===== src/rtl/fir_pkg.sv =====
`default_nettype none
package fir_pkg;
  // ****************************************
  // Bus geometry
  // ****************************************
  localparam int ADDR_W = 4;
  localparam int DATA_W = 64;
  localparam int NUM_FEAT = 5;
  localparam int FLD_W = 4;
  localparam int CNT_W = 16;

  // ****************************************
  // Register indices
  // ****************************************
  localparam logic [3:0] IDX_ISAR0 = 4'h0;
  localparam logic [3:0] IDX_ISAR1 = 4'h1;
  localparam logic [3:0] IDX_MMFR0 = 4'h2;
  localparam logic [3:0] IDX_MMFR1 = 4'h3;
  localparam logic [3:0] IDX_MMFR2 = 4'h4;
  localparam logic [3:0] IDX_CTRL = 4'h8;
  localparam logic [3:0] IDX_STATUS = 4'h9;

  // ****************************************
  // Own control and status layout
  // ****************************************
  localparam int CTRL_TRACK_BIT = 0;
  localparam int CTRL_SAT_BIT = 1;
  localparam logic [1:0] CTRL_RESET = 2'h3;
  localparam int STAT_CNT_LSB = 0;
  localparam int STAT_HIT_LSB = 16;
  localparam int STAT_UNMAP_BIT = 31;
  localparam logic [15:0] CNT_MAX = 16'hFFFF;

  // ****************************************
  // Instruction attributes 0
  // ****************************************
  localparam int DOT_LSB = 44;
  localparam logic [3:0] DOT_VAL = 4'h1;
  localparam int RDM_LSB = 28;
  localparam logic [3:0] RDM_VAL = 4'h1;
  localparam int ATOMIC_LSB = 20;
  localparam logic [3:0] ATOMIC_VAL = 4'h2;
  localparam int CRC_LSB = 16;
  localparam logic [3:0] CRC_VAL = 4'h1;
  localparam int HASH2_LSB = 12;
  localparam int HASH1_LSB = 8;
  localparam logic [3:0] HASH_ON_VAL = 4'h1;
  localparam int CIPHER_LSB = 4;
  localparam logic [3:0] CIPHER_ON_VAL = 4'h2;
  localparam logic [3:0] ABSENT_VAL = 4'h0;

  // ****************************************
  // Instruction attributes 1
  // ****************************************
  localparam int RC_LOAD_ACQ_LSB = 20;
  localparam logic [3:0] RC_LOAD_ACQ_VAL = 4'h1;
  localparam int PERSIST_CLEAN_LSB = 0;
  localparam logic [3:0] PERSIST_CLEAN_VAL = 4'h1;

  // ****************************************
  // Memory model 0
  // ****************************************
  localparam int SMALL_GRAN_LSB = 28;
  localparam int LARGE_GRAN_LSB = 24;
  localparam logic [3:0] GRAN_4_64_VAL = 4'h0;
  localparam int MID_GRAN_LSB = 20;
  localparam logic [3:0] MID_GRAN_VAL = 4'h1;
  localparam int USER_ENDIAN_LSB = 16;
  localparam logic [3:0] USER_ENDIAN_VAL = 4'h0;
  localparam int SEC_SPLIT_LSB = 12;
  localparam logic [3:0] SEC_SPLIT_VAL = 4'h1;
  localparam int MIX_ENDIAN_LSB = 8;
  localparam logic [3:0] MIX_ENDIAN_VAL = 4'h1;
  localparam int SPACE_ID_LSB = 4;
  localparam logic [3:0] SPACE_ID_VAL = 4'h2;
  localparam int PHYS_RANGE_LSB = 0;
  localparam logic [3:0] PHYS_RANGE_VAL = 4'h5;

  // ****************************************
  // Memory model 1
  // ****************************************
  localparam int EXEC_SPLIT_LSB = 28;
  localparam logic [3:0] EXEC_SPLIT_VAL = 4'h1;
  localparam int SPEC_ERR_LSB = 24;
  localparam logic [3:0] SPEC_ERR_VAL = 4'h0;
  localparam int PAN_NEVER_LSB = 20;
  localparam logic [3:0] PAN_NEVER_VAL = 4'h2;
  localparam int ORDER_REG_LSB = 16;
  localparam logic [3:0] ORDER_REG_VAL = 4'h1;
  localparam int HIER_DIS_LSB = 12;
  localparam logic [3:0] HIER_DIS_VAL = 4'h2;
  localparam int HOST_EXT_LSB = 8;
  localparam logic [3:0] HOST_EXT_VAL = 4'h1;
  localparam int VM_ID_LSB = 4;
  localparam logic [3:0] VM_ID_VAL = 4'h2;
  localparam int HW_FLAG_LSB = 0;
  localparam logic [3:0] HW_FLAG_VAL = 4'h2;

  // ****************************************
  // Memory model 2
  // ****************************************
  localparam int ENH_TRAP_LSB = 56;
  localparam logic [3:0] ENH_TRAP_VAL = 4'h1;
  localparam int VIRT_RANGE_LSB = 16;
  localparam logic [3:0] VIRT_RANGE_VAL = 4'h0;
  localparam int IMPL_BAR_LSB = 12;
  localparam logic [3:0] IMPL_BAR_VAL = 4'h1;
  localparam int LDST_ORDER_LSB = 8;
  localparam logic [3:0] LDST_ORDER_VAL = 4'h0;
  localparam int USER_OVR_LSB = 4;
  localparam logic [3:0] USER_OVR_VAL = 4'h1;
  localparam int COMMON_SH_LSB = 0;
  localparam logic [3:0] COMMON_SH_VAL = 4'h1;
endpackage
`default_nettype wire


===== src/rtl/fir_feature_bank.sv =====
// Functional notes
// RULE1 - Cipher field reads 0x2 when the crypto extension is built in.
// RULE2 - All feature registers are 64 bits and read-only; writes change nothing.
// RULE3 - Release-consistent load-acquire field [23:20] reads 0x1.
// RULE4 - Persistence clean field [3:0] reads 0x1.
// RULE5 - Small and large granule fields both read 0x0, supported.
// RULE6 - Mid granule field [23:20] reads 0x1.
// RULE7 - User-only endian field [19:16] reads 0x0, fixed endianness.
// RULE8 - Secure split [15:12] and mixed endian [11:8] read 0x1.
// RULE9 - Address space id width [7:4] reads 0x2, sixteen bits.
// RULE10 - Physical range [3:0] reads 0x5, 48-bit space.
// RULE11 - Stage-2 execute split [31:28] reads 0x1.
// RULE12 - Speculative error field [27:24] reads 0x0.
// RULE13 - Privileged access never field [23:20] reads 0x2.
// RULE14 - Ordering region field [19:16] reads 0x1.
// RULE15 - Hierarchical disable field [15:12] reads 0x2.
// RULE16 - Host extension field [11:8] reports supported.
// RULE17 - VM id width field [7:4] reads 0x2.
// RULE18 - Hardware flag update field [3:0] reads 0x2.
// RULE19 - Enhanced trap field [59:56] reads 0x1.
// RULE20 - Virtual range field [19:16] reads 0x0, 48-bit addresses.
// RULE21 - Implicit barrier [15:12] reads 0x1; ordering field [11:8] reads 0x0.
// RULE22 - Multi load/store ordering field reports neither enable supported.
// RULE23 - User override [7:4] and common shared [3:0] read 0x1.
// RULE24 - Reserved fields read zero; writes to feature registers have no effect.
`timescale 1ns/1ns
`default_nettype none
module fir_feature_bank #(
  parameter bit CRYPTO_PRESENT = 1'b1
) (
  input  wire logic                       clock,
  input  wire logic                       sys_rst,
  input  wire logic [fir_pkg::ADDR_W-1:0] regAddr,
  input  wire logic [fir_pkg::DATA_W-1:0] regWrData,
  input  wire logic                       regWrite,
  input  wire logic                       regRead,
  output var  logic [fir_pkg::DATA_W-1:0] regRdData,
  output var  logic                       roWriteSeen
);
  // ****************************************
  // Declarations
  // ****************************************
  logic [fir_pkg::DATA_W-1:0]   instrAttr0;
  logic [fir_pkg::DATA_W-1:0]   instrAttr1;
  logic [fir_pkg::DATA_W-1:0]   memModel0;
  logic [fir_pkg::DATA_W-1:0]   memModel1;
  logic [fir_pkg::DATA_W-1:0]   memModel2;
  logic [fir_pkg::NUM_FEAT-1:0][fir_pkg::DATA_W-1:0] featTable;
  logic                         hitFeat;
  logic                         hitCtrl;
  logic                         hitStatus;
  logic                         hitLocal;
  logic                         featWrite;
  logic                         unmapAccess;
  logic                         statusClear;
  logic [fir_pkg::NUM_FEAT-1:0] featSel;
  logic [1:0]                   ctrl_reg;
  logic [1:0]                   ctrl_next;
  logic [fir_pkg::CNT_W-1:0]    ignoreCnt_reg;
  logic [fir_pkg::CNT_W-1:0]    ignoreCnt_next;
  logic [fir_pkg::NUM_FEAT-1:0] hitSticky_reg;
  logic [fir_pkg::NUM_FEAT-1:0] hitSticky_next;
  logic                         unmap_reg;
  logic                         unmap_next;
  logic                         roSeen_next;
  logic [fir_pkg::DATA_W-1:0]   localWord;
  logic [3:0]                   cipherVal;
  logic [3:0]                   hashVal;
  logic                         trackOn;
  logic                         satOn;

  // ****************************************
  // Build option
  // ****************************************
  // Cipher and hash fields follow the build option only
  // Without the extension all three fields read as absent
  always_comb begin
    if (CRYPTO_PRESENT) begin
      cipherVal = fir_pkg::CIPHER_ON_VAL; // RULE1
      hashVal   = fir_pkg::HASH_ON_VAL;
    end else begin
      cipherVal = fir_pkg::ABSENT_VAL;
      hashVal   = fir_pkg::ABSENT_VAL;
    end
  end

  // ****************************************
  // Instruction attributes 0
  // ****************************************
  // Every word starts at zero so reserved bits stay zero
  always_comb begin
    instrAttr0 = '0; // RULE24
    instrAttr0[fir_pkg::DOT_LSB +: fir_pkg::FLD_W]    = fir_pkg::DOT_VAL;
    instrAttr0[fir_pkg::RDM_LSB +: fir_pkg::FLD_W]    = fir_pkg::RDM_VAL;
    instrAttr0[fir_pkg::ATOMIC_LSB +: fir_pkg::FLD_W] = fir_pkg::ATOMIC_VAL;
    instrAttr0[fir_pkg::CRC_LSB +: fir_pkg::FLD_W]    = fir_pkg::CRC_VAL;
    instrAttr0[fir_pkg::HASH2_LSB +: fir_pkg::FLD_W]  = hashVal;
    instrAttr0[fir_pkg::HASH1_LSB +: fir_pkg::FLD_W]  = hashVal;
    instrAttr0[fir_pkg::CIPHER_LSB +: fir_pkg::FLD_W] = cipherVal; // RULE1
  end

  // ****************************************
  // Instruction attributes 1
  // ****************************************
  always_comb begin
    instrAttr1 = '0; // RULE24
    // Only two fields are defined; the rest is reserved
    // RULE3
    instrAttr1[fir_pkg::RC_LOAD_ACQ_LSB +: fir_pkg::FLD_W] = fir_pkg::RC_LOAD_ACQ_VAL;
    // RULE4
    instrAttr1[fir_pkg::PERSIST_CLEAN_LSB +: fir_pkg::FLD_W] = fir_pkg::PERSIST_CLEAN_VAL;
  end

  // ****************************************
  // Memory model 0
  // ****************************************
  always_comb begin
    memModel0 = '0; // RULE24
    // Fixed at build time; nothing in this word is writable
    // RULE5
    memModel0[fir_pkg::SMALL_GRAN_LSB +: fir_pkg::FLD_W] = fir_pkg::GRAN_4_64_VAL;
    // RULE5
    memModel0[fir_pkg::LARGE_GRAN_LSB +: fir_pkg::FLD_W] = fir_pkg::GRAN_4_64_VAL;
    // RULE6
    memModel0[fir_pkg::MID_GRAN_LSB +: fir_pkg::FLD_W] = fir_pkg::MID_GRAN_VAL;
    // RULE7
    memModel0[fir_pkg::USER_ENDIAN_LSB +: fir_pkg::FLD_W] = fir_pkg::USER_ENDIAN_VAL;
    // RULE8
    memModel0[fir_pkg::SEC_SPLIT_LSB +: fir_pkg::FLD_W] = fir_pkg::SEC_SPLIT_VAL;
    // RULE8
    memModel0[fir_pkg::MIX_ENDIAN_LSB +: fir_pkg::FLD_W] = fir_pkg::MIX_ENDIAN_VAL;
    // RULE9
    memModel0[fir_pkg::SPACE_ID_LSB +: fir_pkg::FLD_W] = fir_pkg::SPACE_ID_VAL;
    // RULE10
    memModel0[fir_pkg::PHYS_RANGE_LSB +: fir_pkg::FLD_W] = fir_pkg::PHYS_RANGE_VAL;
  end

  // ****************************************
  // Memory model 1
  // ****************************************
  always_comb begin
    memModel1 = '0; // RULE24
    // Upper half reserved, lower half fully populated
    // RULE11
    memModel1[fir_pkg::EXEC_SPLIT_LSB +: fir_pkg::FLD_W] = fir_pkg::EXEC_SPLIT_VAL;
    // RULE12
    memModel1[fir_pkg::SPEC_ERR_LSB +: fir_pkg::FLD_W] = fir_pkg::SPEC_ERR_VAL;
    // RULE13
    memModel1[fir_pkg::PAN_NEVER_LSB +: fir_pkg::FLD_W] = fir_pkg::PAN_NEVER_VAL;
    // RULE14
    memModel1[fir_pkg::ORDER_REG_LSB +: fir_pkg::FLD_W] = fir_pkg::ORDER_REG_VAL;
    // RULE15
    memModel1[fir_pkg::HIER_DIS_LSB +: fir_pkg::FLD_W] = fir_pkg::HIER_DIS_VAL;
    // RULE16
    memModel1[fir_pkg::HOST_EXT_LSB +: fir_pkg::FLD_W] = fir_pkg::HOST_EXT_VAL;
    // RULE17
    memModel1[fir_pkg::VM_ID_LSB +: fir_pkg::FLD_W] = fir_pkg::VM_ID_VAL;
    // RULE18
    memModel1[fir_pkg::HW_FLAG_LSB +: fir_pkg::FLD_W] = fir_pkg::HW_FLAG_VAL;
  end

  // ****************************************
  // Memory model 2
  // ****************************************
  always_comb begin
    memModel2 = '0; // RULE24
    // Only the trap field lives in the upper half
    // RULE19
    memModel2[fir_pkg::ENH_TRAP_LSB +: fir_pkg::FLD_W] = fir_pkg::ENH_TRAP_VAL;
    // RULE20
    memModel2[fir_pkg::VIRT_RANGE_LSB +: fir_pkg::FLD_W] = fir_pkg::VIRT_RANGE_VAL;
    // RULE21
    memModel2[fir_pkg::IMPL_BAR_LSB +: fir_pkg::FLD_W] = fir_pkg::IMPL_BAR_VAL;
    // RULE21 RULE22
    memModel2[fir_pkg::LDST_ORDER_LSB +: fir_pkg::FLD_W] = fir_pkg::LDST_ORDER_VAL;
    // RULE23
    memModel2[fir_pkg::USER_OVR_LSB +: fir_pkg::FLD_W] = fir_pkg::USER_OVR_VAL;
    // RULE23
    memModel2[fir_pkg::COMMON_SH_LSB +: fir_pkg::FLD_W] = fir_pkg::COMMON_SH_VAL;
  end

  assign featTable[0] = instrAttr0;
  assign featTable[1] = instrAttr1;
  assign featTable[2] = memModel0;
  assign featTable[3] = memModel1;
  assign featTable[4] = memModel2;

  // ****************************************
  // Address decode
  // ****************************************
  assign hitFeat   = regAddr < 4'(fir_pkg::NUM_FEAT);
  assign hitCtrl   = regAddr == fir_pkg::IDX_CTRL;
  assign hitStatus = regAddr == fir_pkg::IDX_STATUS;
  assign hitLocal  = hitCtrl || hitStatus;

  // A write to a feature word is never stored; it is counted only while tracking is on
  assign featWrite   = regWrite && hitFeat; // RULE2
  // Unmapped means neither a feature word nor an own register
  assign unmapAccess = (regWrite || regRead) && !hitFeat && !hitLocal;
  // Status write clears everything; its data is ignored
  assign statusClear = regWrite && hitStatus;
  assign trackOn     = ctrl_reg[fir_pkg::CTRL_TRACK_BIT];
  assign satOn       = ctrl_reg[fir_pkg::CTRL_SAT_BIT];

  // ****************************************
  // Control register
  // ****************************************
  // Tracking and saturation start on so early stray writes are caught
  always_comb begin
    ctrl_next = ctrl_reg;
    if (regWrite && hitCtrl) begin
      ctrl_next = regWrData[1:0];
    end
  end

  always_ff @(posedge clock or posedge sys_rst) begin
    if (sys_rst) begin
      ctrl_reg <= fir_pkg::CTRL_RESET;
    end else begin
      ctrl_reg <= ctrl_next;
    end
  end

  // ****************************************
  // Ignored write counter
  // ****************************************
  // Saturation keeps a runaway driver from wrapping to zero
  // With saturation off the count simply wraps
  // Clear first so a set in the same cycle still lands
  always_comb begin
    ignoreCnt_next = ignoreCnt_reg;
    if (statusClear) begin
      ignoreCnt_next = '0;
    end
    if (featWrite && trackOn) begin // RULE2
      if (!(satOn && ignoreCnt_reg == fir_pkg::CNT_MAX)) begin
        ignoreCnt_next = ignoreCnt_reg + 16'h0001;
      end
    end
  end

  always_ff @(posedge clock or posedge sys_rst) begin
    if (sys_rst) begin
      ignoreCnt_reg <= '0;
    end else begin
      ignoreCnt_reg <= ignoreCnt_next;
    end
  end

  // ****************************************
  // Per-register write stickies
  // ****************************************
  // One sticky per feature word, cleared with the rest of the status
  genvar gi;
  generate
    for (gi = 0; gi < fir_pkg::NUM_FEAT; gi++) begin : g_sticky
      assign featSel[gi] = regAddr == 4'(gi);
      // Set wins over clear in the same cycle
      assign hitSticky_next[gi] = (featWrite && featSel[gi] && trackOn)
                                  || (hitSticky_reg[gi] && !statusClear);
    end
  endgenerate

  always_ff @(posedge clock or posedge sys_rst) begin
    if (sys_rst) begin
      hitSticky_reg <= '0;
    end else begin
      hitSticky_reg <= hitSticky_next;
    end
  end

  // ****************************************
  // Unmapped access and summary flags
  // ****************************************
  // Set wins over clear in the same cycle
  always_comb begin
    unmap_next = unmap_reg;
    if (statusClear) begin
      unmap_next = 1'b0;
    end
    if (unmapAccess) begin
      unmap_next = 1'b1;
    end
  end

  // Summary flag, gated by tracking like the counter
  always_comb begin
    roSeen_next = roWriteSeen;
    if (statusClear) begin
      roSeen_next = 1'b0;
    end
    if (featWrite && trackOn) begin
      roSeen_next = 1'b1;
    end
  end

  always_ff @(posedge clock or posedge sys_rst) begin
    if (sys_rst) begin
      unmap_reg <= 1'b0;
    end else begin
      unmap_reg <= unmap_next;
    end
  end

  always_ff @(posedge clock or posedge sys_rst) begin
    if (sys_rst) begin
      roWriteSeen <= 1'b0;
    end else begin
      roWriteSeen <= roSeen_next;
    end
  end

  // ****************************************
  // Local read word
  // ****************************************
  always_comb begin
    localWord = '0;
    // Own registers use the low bits only; the rest reads zero
    if (hitCtrl) begin
      localWord[1:0] = ctrl_reg;
    end else if (hitStatus) begin
      localWord[fir_pkg::STAT_CNT_LSB +: fir_pkg::CNT_W]    = ignoreCnt_reg;
      localWord[fir_pkg::STAT_HIT_LSB +: fir_pkg::NUM_FEAT] = hitSticky_reg;
      localWord[fir_pkg::STAT_UNMAP_BIT]                    = unmap_reg;
    end
  end

  // ****************************************
  // Read port
  // ****************************************
  // Unmapped reads come back as zero, one cycle later like any other
  // Read register kept apart so the data output is a plain flip-flop
  fir_read_port u_read_port (
    .clock        (clock),
    .sys_rst      (sys_rst),
    .readStrobe   (regRead),
    .readIndex    (regAddr),
    .tableWords   (featTable),
    .localHit     (hitLocal),
    .localWord    (localWord),
    .readData_reg (regRdData)
  );
endmodule // fir_feature_bank
`default_nettype wire


===== src/rtl/fir_read_port.sv =====
`timescale 1ns/1ns
`default_nettype none
module fir_read_port (
  input  wire logic                        clock,
  input  wire logic                        sys_rst,
  input  wire logic                        readStrobe,
  input  wire logic [fir_pkg::ADDR_W-1:0]  readIndex,
  input  wire logic [fir_pkg::NUM_FEAT-1:0][fir_pkg::DATA_W-1:0] tableWords,
  input  wire logic                        localHit,
  input  wire logic [fir_pkg::DATA_W-1:0]  localWord,
  output var  logic [fir_pkg::DATA_W-1:0]  readData_reg
);
  logic [fir_pkg::DATA_W-1:0] readData_next;

  // Data stands only in the cycle after the strobe
  always_comb begin
    readData_next = '0;
    if (readStrobe) begin
      if (localHit) begin
        readData_next = localWord;
      end else if (readIndex < 4'(fir_pkg::NUM_FEAT)) begin
        readData_next = tableWords[readIndex[2:0]];
      end
    end
  end

  always_ff @(posedge clock or posedge sys_rst) begin
    if (sys_rst) begin
      readData_reg <= '0;
    end else begin
      readData_reg <= readData_next;
    end
  end
endmodule // fir_read_port
`default_nettype wire


===== config.mk =====
export PLATFORM = sky130hd
export DESIGN_NAME = fir_feature_bank
export DESIGN_NICKNAME = d
export VERILOG_FILES = /design/src/rtl/fir_pkg.sv /design/src/rtl/fir_feature_bank.sv /design/src/rtl/fir_read_port.sv
export SDC_FILE = /design/constraint.sdc
export NUM_CORES = 1
export LEC_CHECK = 0
export ABC_AREA = 0
export ABC_CLOCK_PERIOD_IN_PS = 5400
export BUFFER_PORTS_ARGS = -buffer_cell sky130_fd_sc_hd__buf_2
export CORE_ASPECT_RATIO = 0.9
export CORE_UTILIZATION = 49
export CTS_CLUSTER_DIAMETER = 150
export DETAILED_ROUTE_END_ITERATION = 7
export PLACE_DENSITY = 0.86
export SLEW_MARGIN = 0
export SYNTH_ARGS = -nofsm -noshare
export SYNTH_HDL_FRONTEND = slang
export SYNTH_SLANG_ARGS = --single-unit

===== constraint.sdc =====
create_clock -name clock -period 5.4 [get_ports clock]
set_clock_uncertainty 0.2 [all_clocks]
set_input_delay 0.81 -clock clock [delete_from_list [all_inputs] [get_ports clock]]
set_output_delay 0.81 -clock clock [all_outputs]
set_load 0.005 [all_outputs]

After elaboration in Yosys (flattened, before gate mapping):

Memory sizes are Yosys's and may differ from the RTL's.
Index checks and enable logic that the tools add are counted.

* equality and inequality tests: 7
* order comparisons: 2
* $add $sub $neg: 1
* reductions and logical operators: 35
* multiplexer cells: 15

Operator list (number)
* $mux W64: 4
* $mux W16: 3
* $logic_and A1 B1 Y1: 22
* $mux W21: 1
* $mux W19: 1
* $add A16 B1 Y16 const B: 1
* $eq A16 B16 Y1 const B: 1
* $eq A4 B2 Y1 const B: 2
* $eq A4 B4 Y1 const B: 2
* $logic_or A1 B1 Y1: 7
* $mux W1: 5
* $eq A4 B1 Y1 const B: 1
* $eq A4 B3 Y1 const B: 1
* $logic_not A4 Y1: 1
* $lt A3 B4 Y1 const B: 1
* $lt A4 B3 Y1 const B: 1
* $reduce_bool A2 Y1: 2
* $logic_not A1 Y1: 3
* $mux W2: 1

* memories: 1
* bits in read-only memories: 512
* bits in registers: 89
* output and inout bits: 65
* word-level logic and storage cells: 67

Memories
* (no name shown): words 8, bits a word 64, read ports 1, clocked after memory_dff 0, write ports 0, RTL line fir_read_port.sv:22 `readData_next = tableWords[readIndex[2:0]];`

Longest topological paths before layout:

* depth in word-level cells: 5
* mapped depth: 9
* depth with buffers taken out: 7

Cells and area by module:

A second synthesis with hierarchy kept.

* cell total of the unflattened synthesis: 685
* area, all modules: 6880.3 µm²

Modules (own cells, without submodules)
* fir_read_port: area each 5362.6 µm², times used 1, seq. area each 1601.5 µm², cells each 521
* fir_feature_bank: area each 1517.7 µm², times used 1, seq. area each 628.1 µm², cells each 164

Least setup slack after synthesis:

No wires, ideal clock.

* path kind: in2reg
* start: input regAddr[0] (netlist bit)
* end: register ignoreCnt_reg[2] (netlist bit)
* arrival time: 2.212 ns
* path slack: 2.862 ns
* data required time: 5.074 ns
* buffers on the path: 1
* stages on the path: 8
* setup time: 0.126 ns
* cells stage by stage: inv_1 ha_1 nor2b_1 or3_1 buf_2 a21oi_2 a21oi_2 a221o_1

* word-level cells in the longest chain between the ends: 5
* elaborated cells between the ends (all ways): 8
* classes of those cells: order compare: 1; eq/ne: 1; mux: 3; reduce/logical: 3

Ends and longest elaborated chain
* from (decl): RTL line fir_feature_bank.sv:33 `input wire logic [fir_pkg::ADDR_W-1:0] regAddr,`
* $eq A4 B4 Y1: RTL line fir_feature_bank.sv:193 `assign hitStatus = regAddr == fir_pkg::IDX_STATUS;`
* $logic_and A1 B1 Y1: RTL line fir_feature_bank.sv:201 `assign statusClear = regWrite && hitStatus;`
* $mux W16: RTL line fir_feature_bank.sv:232 `if (statusClear) begin`
* $mux W16: RTL line fir_feature_bank.sv:236 `if (!(satOn && ignoreCnt_reg == fir_pkg::CNT_MAX)) begin`
* $mux W16 *: RTL line fir_feature_bank.sv:235 `if (featWrite && trackOn) begin`
* named net ignoreCnt_next, one bit: RTL line fir_feature_bank.sv:60 `logic [fir_pkg::CNT_W-1:0] ignoreCnt_next;`
* to (signal assigned): RTL line fir_feature_bank.sv:246 `ignoreCnt_reg <= ignoreCnt_next;`
* to (decl): RTL line fir_feature_bank.sv:59 `logic [fir_pkg::CNT_W-1:0] ignoreCnt_reg;`

Mark *: on every way through the listed nets, which the timed path passes. The rest lies on a longest branch.
A chain may end at the register's enable or synchronous reset.

Worst setup path after layout:

Ends and elaborated chain as after synthesis.

==> impl_results.rst <==
.. list-table::
   :header-rows: 1

   * - Metric
     - Value
   * - Most repeated cell in the gate-level netlist after synthesis
     - dfrtp_1
   * - Crit path max fanout
     - 15
   * - Final Non-Filler Cells
     - 364
   * - Worst VDD drop
     - 0.000133 V
   * - Number of buffer and inverter stages on the critical path
     - 2
   * - Die Outline Area
     - 5670 µm²
   * - Worst min-delay path endpoint
     - hitSticky_reg[3]
   * - Crit path kind
     - input port to flip-flop
   * - Htree depth
     - 2
   * - Setup Buffers After CTS
     - 0
   * - Final setup violation count
     - 0
   * - HP Class
     - flip-flop to flip-flop
   * - Stage delay of the slowest cell on the critical path
     - 490 ps
   * - Number of clock sinks seen by CTS
     - 50
   * - Leakage Power
     - 1.52 nW
   * - Horizontal extent of the die
     - 79.3 µm
   * - Root Buffer Master
     - clkbuf_8
   * - Worst path top cell family by delay
     - compound AO/OA/AOI/OAI gates
   * - Register clock-pin slew on the reported worst setup and hold paths
     - 90 ps
   * - Most common cell on crit path
     - a21oi_2
   * - Clock buffers created by TritonCTS
     - 5
   * - Sequential power share
     - 50.6%
   * - Number of nets in the layout
     - 376
   * - Number of global-route vias before repair
     - 1783
   * - Number of input and output port buffers inserted
     - 36
   * - Combined global-route utilization of all metal layers
     - 19.0%
   * - Final worst-path setup slack
     - 2230 ps
   * - Sequential cell area in the final layout
     - 1250 µm²
   * - RePlAce Congestion
     - 0.872
   * - Detailed Routing Iterations Pass 1
     - 5
   * - CTS resizes
     - 0
   * - Final Hold Violating Endpoints
     - 0
   * - Sequential element share of the synthesized area
     - 47.6%
   * - Slowest cell on the critical path
     - or3_1
   * - Peak Freq
     - 0.315 GHz
   * - Wire per inst
     - 13.9 µm
   * - Commonest register cell after synthesis
     - dfrtp_1
   * - Pin count of the biggest net entering global routing
     - 51
   * - Avg Inst Size Synth
     - 9.90 µm²
   * - Post-synth cell types
     - 46
   * - Gate power share
     - 11.5%
   * - Post-synth top area share
     - 45.6%
   * - Flip-flop count of the largest register after layout
     - 25
   * - Number of fill cells
     - 429
   * - Largest cells by area after synthesis
     - dfrtp_1, buf_4, nand2_1
   * - Combined area of all synthesized cells
     - 2630 µm²
   * - Post-synthesis instance total
     - 266
   * - Count of nets left with antenna violations after detail routing
     - 0
   * - Result of the run
     - finished clean
   * - Via total after detailed routing
     - 1978
   * - Share of the clock period used by the worst path
     - 58.8%
   * - Worst endpoint data arrival time
     - 3170 ps
   * - First-pass GRT wire length
     - 8260 µm
   * - Start point of the critical path
     - regAddr[0]
   * - Layout cells sized above 1
     - 19.7%
   * - Post-route DRC
     - 0
   * - Kind of launch point of the worst setup path
     - input port
   * - Core area
     - 5010 µm²
   * - Growth of design area from synthesis to finish
     - 7.84%
   * - Endpoint of the lowest-slack register-to-register path
     - ignoreCnt_reg[2]
   * - Slew at the pin closest to its max-slew limit
     - 1200 ps
   * - Number of rows created at floorplan
     - 24
   * - Max_cap viols
     - 0
   * - Number of primary I/O pins
     - 137
   * - Clock power frac
     - 37.9%
   * - # placed instances
     - 356
   * - Power after layout
     - 0.852 mW
   * - Post-route worst hold slack
     - 298 ps
   * - List of most frequent post-synthesis cells
     - dfrtp_1, buf_4, nand2_1
   * - Start of the worst register-to-register path
     - ctrl_reg[0]
   * - Number of stages on the worst hold path
     - 2
   * - Kind of end point of the critical path
     - flip-flop
   * - Clock latency on the worst-skew pair
     - 300 ps
   * - Placed wire-length estimate after detailed placement
     - 3510 µm
   * - Number of antenna violations at the first check in global routing
     - 0
   * - TritonCTS clock tree
     - yes
   * - Drt first-iter violations
     - 205
   * - Maximum clock insertion buffer count
     - 2
   * - Setup repair after global routing missed its margin
     - no
   * - Share of flip-flops with an asynchronous set or reset after synthesis
     - 100%
   * - Initial Utilization
     - 52.5%
   * - Required @ worst endpoint
     - 5400 ps
   * - Number of synthesized register bits
     - 50
   * - Total power density per cell area
     - 300 nW/µm²
   * - Internal Dissipation
     - 0.639 mW
   * - Antenna diode count
     - 0
   * - CTS Hold Buffers Added
     - 0
   * - Leftover overflow at the end of global routing
     - 0
   * - Chip Height
     - 71.6 µm
   * - Cell breakdown of the critical path
     - buf_2 -> inv_1 -> ha_1 -> nor2b_1 -> or3_1 -> a21oi_2 -> a21oi_2 -> a221o_1
   * - Post-synth top area cell
     - dfrtp_1
   * - Min cycle time layout
     - 3170 ps
   * - DP Worst Slack
     - 1940 ps
   * - FF-to-FF path depth
     - 5
   * - Net switching fraction of the power
     - 25.0%
   * - Vias per std cell
     - 5.43
   * - Sw Pwr
     - 0.213 mW
   * - Relative slew slack
     - 19.5%
   * - Number of enable-type register cells in the synthesized netlist
     - 0
   * - Fin. max-slew vios
     - 0
   * - Hold wc startpoint
     - hitSticky_reg[3]
   * - Synthesis warning total
     - 0
   * - Total wire length after detailed routing
     - 5080 µm
   * - Multi-input logic area
     - 1160 µm²
   * - R2R setup slack
     - 2950 ps
   * - Setup tns final
     - 0 ps
## routing by layer
metal	vias to the layer above	track usage (%)	part of all wire [%]
li1	916	-	-
met1	959	23.8	44
met2	91	31.5	48
met3	12	4.59	5.8
met4	0	7.88	2.3
met5	-	0	0
## final cells by class
class / count / area share [%]
clock buffers: 6 / 2.91
clock inverters: 2 / 2.11
multi-input cells: 199 / 40.8
inverters: 6 / 0.793
repair buffers: 36 / 6.34
flip-flops and latches: 50 / 44.1
well taps: 65 / 2.86
## layout by cell type (no fill, tap or decap), types with 2 or more instances in the layout
| cell type | n |
|---|---|
| a211o_1 | 7 |
| a21o_1 | 6 |
| a21oi_1 | 8 |
| a21oi_2 | 2 |
| a22o_1 | 3 |
| a31oi_1 | 5 |
| and2_1 | 10 |
| and3_1 | 7 |
| buf_2 | 36 |
| bufinv_16 | 2 |
| clkbuf_8 | 6 |
| conb_1 | 38 |
| dfrtp_1 | 48 |
| dfstp_2 | 2 |
| ha_1 | 6 |
| inv_1 | 5 |
| mux2_2 | 2 |
| nand2_1 | 22 |
| nand2b_1 | 4 |
| nand3_1 | 9 |
| nand4_1 | 2 |
| nor2_1 | 11 |
| nor2b_1 | 6 |
| nor3_1 | 9 |
| nor3_2 | 5 |
| nor4_1 | 4 |
| o211a_1 | 2 |
| o21ai_0 | 9 |
| o21ai_1 | 3 |
| or3_1 | 5 |
## stage by stage
step                utilization, %  instance area (µm²)
floorplan                        -                 2770
global placement              53.8                 2700
detailed placement            53.8                 2700
CTS                           56.6                 2840
global route                  56.6                 2840
finish                        56.6                 2840
## power by group through the flow
| stage | combinational [mW] | clock (mW) | sequential, mW |
|---|---|---|---|
| after floorplan | 0.0908 | 0 | 0.431 |
| after global placement | 0.0928 | 0 | 0.436 |
| after detailed placement | 0.0963 | 0 | 0.437 |
| after CTS | 0.0967 | 0.326 | 0.430 |
| after global routing | 0.112 | 0.341 | 0.435 |
| final | 0.0977 | 0.323 | 0.431 |
## cell families (layout without fill, tap and decap cells)
group	count (synthesis)	after routing	synth area share, %
multiplexers	2	2	0.855
AO/OA/AOI/OAI	53	53	13.9
flip-flops	50	50	47.6
other	1	38	0.142
AND/OR/NAND/NOR	100	100	21.0
buffers and inverters	54	50	13.6
adder cells (fa/ha/maj)	6	6	2.85
## worst reg2reg max path, cell delays in order (launching register included)
cell and delay, ps:
dfstp_2 550, nand2_1 110, or3_1 450, a21oi_2 440, a21oi_2 200, a221o_1 390
## worst max path at each step
stage	to	slack [ps]	cells after the start
3_5_place_dp	ignoreCnt_reg[2]	1940	8
3_3_place_gp	ignoreCnt_reg[2]	2030	8
6_report	ignoreCnt_reg[2]	2230	8
2_1_floorplan	ignoreCnt_reg[2]	2860	8
5_1_grt	ignoreCnt_reg[2]	2090	8
4_1_cts	ignoreCnt_reg[2]	2270	8
Power figures use the tool's default switching activity.
